$ cat config.mk
export PLATFORM = sky130hd
export DESIGN_NAME = bpm_top
export DESIGN_NICKNAME = d
export VERILOG_FILES = /design/src/bpm_pkg.sv /design/src/bpm_dmatch.sv /design/src/bpm_top.sv
export VERILOG_INCLUDE_DIRS = /design/src
export SDC_FILE = /design/constraint.sdc
export NUM_CORES = 1
export LEC_CHECK = 0
export ABC_AREA = 1
export BUFFER_PORTS_ARGS = -buffer_cell sky130_fd_sc_hd__buf_4
export CORE_ASPECT_RATIO = 1.2
export CORE_MARGIN = 4
export CORE_UTILIZATION = 55
export CTS_CLUSTER_DIAMETER = 120
export DETAILED_ROUTE_END_ITERATION = 10
export HOLD_SLACK_MARGIN = 0.03
export PLACE_DENSITY = 0.83
export SLEW_MARGIN = 0
export SYNTH_ARGS = -nofsm -noshare
export SYNTH_HDL_FRONTEND = slang
export SYNTH_HIERARCHICAL = 1
export SYNTH_SLANG_ARGS = --single-unit
export TNS_END_PERCENT = 5
$ cat constraint.sdc
create_clock -name mclk_i -period 11.6 [get_ports mclk_i]
set_clock_uncertainty 0.15 [all_clocks]
set_input_delay 0.58 -clock mclk_i [delete_from_list [all_inputs] [get_ports mclk_i]]
set_output_delay 0.58 -clock mclk_i [all_outputs]
set_load 0.005 [all_outputs]
$ cat src/bpm_map.svh
`ifndef BPM_MAP_SVH
`define BPM_MAP_SVH
// ============================================================
// register offsets from the mapped io base
`define BPM_OFF_ICTL     24'h101020
`define BPM_OFF_ILOW     24'h101024
`define BPM_OFF_IHIGH    24'h101028
`define BPM_OFF_DCTL     24'h10102c
`define BPM_OFF_DLOW     24'h101030
`define BPM_OFF_DHIGH    24'h101034
`define BPM_OFF_DVAL     24'h101038
`define BPM_OFF_DMASK    24'h10103c
`define BPM_OFF_TCTL     24'h101040
`define BPM_OFF_TMOD     24'h101044
`define BPM_OFF_TVAL     24'h101048
// ============================================================
// field positions
`define BPM_ICTL_EN      0
`define BPM_ICTL_SENSE   1
`define BPM_DCTL_MODE_LO 0
`define BPM_DCTL_MODE_HI 1
`define BPM_DCTL_LOAD    2
`define BPM_DCTL_STORE   3
`define BPM_DCTL_ASENSE  4
`define BPM_DCTL_VSENSE  5
`define BPM_TCTL_RUN     0
`define BPM_TCTL_SRC     1
// ============================================================
// reset values
`define BPM_RST_CTL      32'h0000_0000
`define BPM_RST_WORD     32'h0000_0000
`endif

$ cat src/bpm_pkg.sv
`default_nettype none
package bpm_pkg;
   // ============================================================
   // data break modes
   typedef enum logic [1:0] {
      BPM_MODE_OFF   = 2'h0,
      BPM_MODE_ADDR  = 2'h1,
      BPM_MODE_VALUE = 2'h2,
      BPM_MODE_BOTH  = 2'h3
   } bpm_mode_t;

   // one load/store access from the pipeline
   typedef struct packed {
      logic        valid;
      logic        store;
      logic [31:0] addr;
      logic [31:0] data;
   } bpm_acc_t;

   // data matcher configuration
   typedef struct packed {
      bpm_mode_t   mode;
      logic        load_select;
      logic        store_select;
      logic        addr_sense;
      logic        value_sense;
      logic [31:0] low;
      logic [31:0] high;
      logic [31:0] value;
      logic [31:0] mask;
   } bpm_dcfg_t;

   // complete state of the top module
   typedef struct packed {
      logic        instr_break_enable;
      logic        instr_range_sense;
      logic [31:0] ilow;
      logic [31:0] ihigh;
      bpm_dcfg_t   dcfg;
      logic        tmr_run;
      logic        tmr_src;
      logic [31:0] tmr_mod;
      logic [31:0] tmr_val;
      logic        ievt;
      logic [1:0]  devt;
      logic        irq;
      logic [31:0] rdata;
   } bpm_state_t;

   // inclusive range, or its complement when sense is set
   function automatic logic bpm_range_hit(input logic [31:0] a,
                                          input logic [31:0] lo,
                                          input logic [31:0] hi,
                                          input logic        sense);
      logic in_rng;
      in_rng = (lo <= a) && (a <= hi);
      return sense ? !in_rng : in_rng;
   endfunction
endpackage
`default_nettype wire

$ cat src/bpm_dmatch.sv
`timescale 1ns/1ps
`default_nettype none
module bpm_dmatch
   import bpm_pkg::*;
(
   input  wire bpm_acc_t   acc_i,
   input  wire bpm_dcfg_t  cfg_i,
   output logic            hit_o
);
   logic sel;
   logic a_ok;
   logic v_ok;

   always_comb begin
      sel  = acc_i.valid &&
             (acc_i.store ? cfg_i.store_select : cfg_i.load_select);
      a_ok = bpm_range_hit(acc_i.addr, cfg_i.low, cfg_i.high,
                           cfg_i.addr_sense);
      // all-zero mask gives an equal compare; software must avoid it
      v_ok = (((acc_i.data & cfg_i.mask) ==
               (cfg_i.value & cfg_i.mask)) != cfg_i.value_sense);
      case (cfg_i.mode)
         BPM_MODE_ADDR:  hit_o = sel && a_ok;
         BPM_MODE_VALUE: hit_o = sel && v_ok;
         BPM_MODE_BOTH:  hit_o = sel && a_ok && v_ok;
         default:        hit_o = 1'b0;
      endcase
   end
endmodule
`default_nettype wire

$ cat src/bpm_top.sv
// What this block does
// - instruction matching runs only while the instruction enable bit is one.
// - reset clears the instruction break control register.
// - instruction range bounds have no defined value until written.
// - every issued instruction address is checked against both bounds.
// - sense zero matches inside the inclusive range, one matches outside.
// - each instruction match yields one countable event to the timer.
// - reset clears the data break control register.
// - data bounds, compare value and mask are undefined until written.
// - data matching is active whenever the mode field is nonzero.
// - modes one and three compare selected load and store addresses.
// - data address sense zero means inside the range, one outside.
// - modes two and three compare selected load and store data.
// - only bits set in the mask take part in the value compare.
// - value sense zero needs equality, one needs a difference.
// - each data match yields an event the timer can count.
// - mode three needs address and value hits on the same access.
// - both accesses per cycle are checked, up to two events a cycle.
// - a data-event timer advances by zero, one or two per cycle.
// - reaching the modulus wraps to zero or one and raises interrupt.
`timescale 1ns/1ps
`default_nettype none
`include "bpm_map.svh"
module bpm_top
   import bpm_pkg::*;
(
   input  wire logic        mclk_i,
   input  wire logic        rst_i,
   input  wire logic        iss_valid_i,
   input  wire logic [31:0] iss_addr_i,
   input  wire bpm_acc_t    acc0_i,
   input  wire bpm_acc_t    acc1_i,
   input  wire logic [23:0] mmio_addr_i,
   input  wire logic        mmio_wr_i,
   input  wire logic [31:0] mmio_wdata_i,
   input  wire logic        mmio_rd_i,
   output logic [31:0]      mmio_rdata_o,
   output logic             instr_match_event_o,
   output logic [1:0]       data_match_event_o,
   output logic             timer_irq_o
);
   // ============================================================
   // state
   bpm_state_t r_reg;
   bpm_state_t r_next;
   logic [1:0] dhit;
   logic       ihit;
   logic [1:0] inc;
   logic [32:0] sum;
   logic [32:0] mod33;
   logic        wrap;
   logic        twr;

   assign mmio_rdata_o        = r_reg.rdata;
   assign instr_match_event_o = r_reg.ievt;
   assign data_match_event_o  = r_reg.devt;
   assign timer_irq_o         = r_reg.irq;

   // ============================================================
   // data matchers, one per load/store slot
   bpm_dmatch u_dm0 (
      .acc_i (acc0_i),
      .cfg_i (r_reg.dcfg),
      .hit_o (dhit[0])
   );
   bpm_dmatch u_dm1 (
      .acc_i (acc1_i),
      .cfg_i (r_reg.dcfg),
      .hit_o (dhit[1])
   );

   // ============================================================
   // next state
   always_comb begin
      r_next = r_reg;
      ihit = iss_valid_i && r_reg.instr_break_enable &&
             bpm_range_hit(iss_addr_i, r_reg.ilow, r_reg.ihigh,
                           r_reg.instr_range_sense);
      r_next.ievt = ihit;
      r_next.devt = {1'b0, dhit[0]} + {1'b0, dhit[1]};

      // timer counts last cycle's events so its input is a flop
      inc   = r_reg.tmr_src ? {1'b0, r_reg.ievt} : r_reg.devt;
      // a zero modulus behaves as two to the thirty-second
      mod33 = (r_reg.tmr_mod == 32'h0000_0000) ? 33'h1_0000_0000
                                               : {1'b0, r_reg.tmr_mod};
      sum   = {1'b0, r_reg.tmr_val} + {31'h0000_0000, inc};
      twr   = mmio_wr_i && (mmio_addr_i == `BPM_OFF_TVAL ||
                            mmio_addr_i == `BPM_OFF_TMOD);
      // a value already at or past the modulus counts on with no wrap and no interrupt
      wrap  = r_reg.tmr_run && ({1'b0, r_reg.tmr_val} < mod33) &&
              (sum >= mod33);
      r_next.irq = 1'b0;
      if (r_reg.tmr_run && !twr) begin
         if (wrap) begin
            r_next.tmr_val = 32'(sum - mod33);
            r_next.irq     = 1'b1;
         end else begin
            r_next.tmr_val = sum[31:0];
         end
      end

      if (mmio_wr_i) begin
         case (mmio_addr_i)
            `BPM_OFF_ICTL: begin
               r_next.instr_break_enable = mmio_wdata_i[`BPM_ICTL_EN];
               r_next.instr_range_sense  = mmio_wdata_i[`BPM_ICTL_SENSE];
            end
            `BPM_OFF_ILOW:  r_next.ilow  = mmio_wdata_i;
            `BPM_OFF_IHIGH: r_next.ihigh = mmio_wdata_i;
            `BPM_OFF_DCTL: begin
               r_next.dcfg.mode = bpm_mode_t'(mmio_wdata_i[
                  `BPM_DCTL_MODE_HI:`BPM_DCTL_MODE_LO]);
               r_next.dcfg.load_select  = mmio_wdata_i[`BPM_DCTL_LOAD];
               r_next.dcfg.store_select = mmio_wdata_i[`BPM_DCTL_STORE];
               r_next.dcfg.addr_sense   = mmio_wdata_i[`BPM_DCTL_ASENSE];
               r_next.dcfg.value_sense  = mmio_wdata_i[`BPM_DCTL_VSENSE];
            end
            `BPM_OFF_DLOW:  r_next.dcfg.low   = mmio_wdata_i;
            `BPM_OFF_DHIGH: r_next.dcfg.high  = mmio_wdata_i;
            `BPM_OFF_DVAL:  r_next.dcfg.value = mmio_wdata_i;
            `BPM_OFF_DMASK: r_next.dcfg.mask  = mmio_wdata_i;
            `BPM_OFF_TCTL: begin
               r_next.tmr_run = mmio_wdata_i[`BPM_TCTL_RUN];
               r_next.tmr_src = mmio_wdata_i[`BPM_TCTL_SRC];
            end
            `BPM_OFF_TMOD:  r_next.tmr_mod = mmio_wdata_i;
            `BPM_OFF_TVAL:  r_next.tmr_val = mmio_wdata_i;
            default: ;
         endcase
      end

      if (mmio_rd_i) begin
         case (mmio_addr_i)
            `BPM_OFF_ICTL:  r_next.rdata = {30'h0000_0000,
                               r_reg.instr_range_sense,
                               r_reg.instr_break_enable};
            `BPM_OFF_ILOW:  r_next.rdata = r_reg.ilow;
            `BPM_OFF_IHIGH: r_next.rdata = r_reg.ihigh;
            `BPM_OFF_DCTL:  r_next.rdata = {26'h000_0000,
                               r_reg.dcfg.value_sense,
                               r_reg.dcfg.addr_sense,
                               r_reg.dcfg.store_select,
                               r_reg.dcfg.load_select,
                               r_reg.dcfg.mode};
            `BPM_OFF_DLOW:  r_next.rdata = r_reg.dcfg.low;
            `BPM_OFF_DHIGH: r_next.rdata = r_reg.dcfg.high;
            `BPM_OFF_DVAL:  r_next.rdata = r_reg.dcfg.value;
            `BPM_OFF_DMASK: r_next.rdata = r_reg.dcfg.mask;
            `BPM_OFF_TCTL:  r_next.rdata = {30'h0000_0000,
                               r_reg.tmr_src, r_reg.tmr_run};
            `BPM_OFF_TMOD:  r_next.rdata = r_reg.tmr_mod;
            `BPM_OFF_TVAL:  r_next.rdata = r_reg.tmr_val;
            default:        r_next.rdata = 32'h0000_0000;
         endcase
      end
   end

   // ============================================================
   // registers
   // bounds, value and mask are cleared too; software may not rely on it
   always_ff @(posedge mclk_i or posedge rst_i) begin
      if (rst_i) begin
         r_reg <= '0;
      end else begin
         r_reg <= r_next;
      end
   end
endmodule
`default_nettype wire

==> run_results.csv <==
group,metric,value,unit
finish,layout_commonest_cell,"nand2_1",
run,maxCapViolCount,0,
yosys,synth_edf_count,0,
min_path,hold_class,"input port to asynchronous set/reset pin",
timing,finalSetupViolations,0,
route,wl_per_cell,18.3,um
finish,area_delta_synth_final,12.5,%
clock_tree,cts_buffers,29,
place,io_buffers,260,
floorplan,dieArea,48700,sq um
outcome,status,"finished clean",
yosys,synth_seq_cells,302,
clock_tree,cts_root_buf,"clkbuf_16",
finish,drive_above_1_share,0.0974,
critical_path,critPathCaptureType,"register",
critical_path,crit_required,11920,ps
finish,final_nets,4332,
route,via_count,24900,
timing,max_freq,192,MHz
yosys,ys_seq_area_frac,0.304,
route,dr.pass1.iters,6,
floorplan,io-pin-count,261,
place,dpl.hpwl,65100,um
yosys,synth_nets,4164,
timing,finalHoldViolations,0,
route,detail-route-antenna-nets,0,
power_and_ir_drop,leakage,0.0146,uW
power_and_ir_drop,max-vdd-ir-drop,0.0892,mV
timing,worst_pin_slew,1180,ps
yosys,netlist_area,24900,sq um
finish,final_util,0.624,
clock_tree,worstSkewPairLatency,580,ps
timing,maxSlewHeadroom,0.211,
route,drc_errors,0,
timing,rsz0062_at_grt,"no",
power_and_ir_drop,powerDensity,80.2,nW/um^2
finish,final_cell_mix,"nand2_1 (1023), inv_1 (641), dfrtp_1 (302)",
critical_path,path_class,"register to register",
global_route,grt_pass1_vias,23600,
floorplan,start_util,0.555,
yosys,synth_ff_type,"dfrtp_1",
floorplan,die_width,202,um
global_route,grt_overflow,0,
finish,largest_reg_flops,266,
timing,maxSlewViolCount,0,
place,place_congestion,1.05,
yosys,yosysUniqueCellTypes,52,
timing,setup_tns,0,ps
critical_path,cp.arrival,5520,ps
finish,diodes,0,
critical_path,start_kind,"register",
route,drt-initial-drc-count,2700,
yosys,syn_avg_cell_area,6.76,sq um
global_route,track_usage,0.325,
clock_tree,cts_setup_buffers,0,
floorplan,rows,85,
clock_tree,tritoncts,"done",
floorplan,die_h,241,um
clock_tree,path_clk_slew,70,ps
critical_path,ff2ff_path_depth,26,
clock_tree,clock_path_buffers,3,
yosys,syn_inst,3678,
global_route,grt_pass1_wl,127000,um
clock_tree,cts.sinks,302,
clock_tree,cts_max_level,1,
clock_tree,cts_resized,0,
route,finalWirelength,81900,um
clock_tree,hold_buffers,0,
timing,fin_crit_sh,0.448,
yosys,synth_warnings,6,
critical_path,crit_path_max_fanout,30,
global_route,grt_max_degree,183,
route,viasPerCell,5.57,
global_route,grt_antenna_before_repair,0,
floorplan,core-area,44800,sq um
yosys,async_flop_share,1.00,
timing,fin_crit,5200,ps
==> metrics by stage <==
step	instance area, sq um	setup WS [ps]	total power (uW)	instances	hold WS, ps
5_1_grt	28000	6000	2320	4478	106
3_5_place_dp	27000	6480	1280	4424	317
4_1_cts	28000	6450	2240	4478	64.2
3_3_place_gp	27000	6520	1280	4424	315
6_report	28000	6400	2240	4478	12.8
2_1_floorplan	24900	2520	1170	3678	300
==> per-layer routing <==
| layer | track usage | part of all wire | vias up |
|---|---|---|---|
| li1 | - | - | 12200 |
| met1 | 0.422 | 0.41 | 11500 |
| met2 | 0.537 | 0.46 | 1057 |
| met3 | 0.0328 | 0.067 | 233 |
| met4 | 0.182 | 0.064 | 0 |
| met5 | 0 | 0 | - |
==> cells by family after synthesis <==
logic type,synth area share
adders and majority gates,0.132
AOI/OAI and AO/OA,0.138
DFF,0.304
and+or+nand+nor,0.285
xor gates and xnor gates,0.0140
buffers and inverters,0.127
==> Yosys cell counts, types with 3 or more instances <==
| cell type | count | share of area |
|---|---|---|
| a21o_1 | 6 | 0.0018 |
| a21oi_1 | 189 | 0.038 |
| a221oi_1 | 28 | 0.0099 |
| a22oi_1 | 34 | 0.010 |
| a31oi_1 | 3 | 0.00076 |
| and2_1 | 5 | 0.0013 |
| buf_1 | 5 | 0.00076 |
| buf_2 | 16 | 0.0032 |
| buf_4 | 37 | 0.011 |
| buf_6 | 4 | 0.0018 |
| clkbuf_1 | 72 | 0.011 |
| clkinv_1 | 3 | 0.00045 |
| dfrtp_1 | 302 | 0.30 |
| ha_1 | 259 | 0.13 |
| inv_1 | 642 | 0.097 |
| inv_2 | 8 | 0.0012 |
| nand2_1 | 1028 | 0.16 |
| nand2_2 | 7 | 0.0018 |
| nand3_1 | 195 | 0.039 |
| nand3_2 | 4 | 0.0016 |
| nand3b_1 | 6 | 0.0018 |
| nand4_1 | 79 | 0.020 |
| nor2_1 | 247 | 0.037 |
| nor2_2 | 8 | 0.0020 |
| nor2_4 | 8 | 0.0036 |
| nor3_1 | 26 | 0.0052 |
| nor4_1 | 14 | 0.0035 |
| nor4_2 | 4 | 0.0020 |
| o21a_1 | 12 | 0.0036 |
| o21ai_0 | 297 | 0.060 |
| o21ai_1 | 16 | 0.0032 |
| o22ai_1 | 31 | 0.0078 |
| or2_0 | 6 | 0.0015 |
| or2_1 | 16 | 0.0040 |
| xnor2_1 | 6 | 0.0021 |
| xor2_1 | 32 | 0.011 |
==> power by group <==
group	internal, uW	total, uW	switching, uW
Combinational	86.7	213	126
Sequential	1050	1050	0.00382
Clock	537	977	440
Total	1680	2240	566
==> layout make-up <==
class	instances	area, sq um
Tap cell	609	762
Multi-Input combinational cell	2588	14200
Sequential cell	302	7560
Clock inverter	20	200
Clock buffer	34	754
Inverter	654	2470
Fill cell	4130	16800
Timing Repair Buffer	271	2050
==> critical path, cell delays in order, from the launching register on <==
cell and delay (ps):
dfrtp_1 410, inv_1 90, nand2_1 50, nand2_1 70
ha_1 210, fa_1 340, inv_2 80, nor3_4 320
nand2_2 100, nor2_4 120, nand2_2 90, nor2_4 140
nand4_1 160, nor3_1 300, nand3_1 140, nor4_1 280
ha_1 310, a21oi_1 160, a21boi_0 210, o21ai_0 110
a21oi_1 160, nand2_2 60, buf_4 230, nand3_4 400
nand2_2 150, o21ai_1 160, nor2_1 60
==> final timing paths <==
kind,slack [ps],to,start
max,6400,r_reg[48],r_reg[100]
min,10,mmio_rdata_o[4],rst_i
max reg2reg,6400,r_reg[48],r_reg[100]
min reg2reg,330,mmio_rdata_o[0],mmio_rdata_o[0]
max in group asynchronous,9780,r_reg[260],rst_i
min in group mclk_i,140,r_reg[39],mmio_wdata_i[3]
No activity file was read; power rests on OpenSTA's default activity.
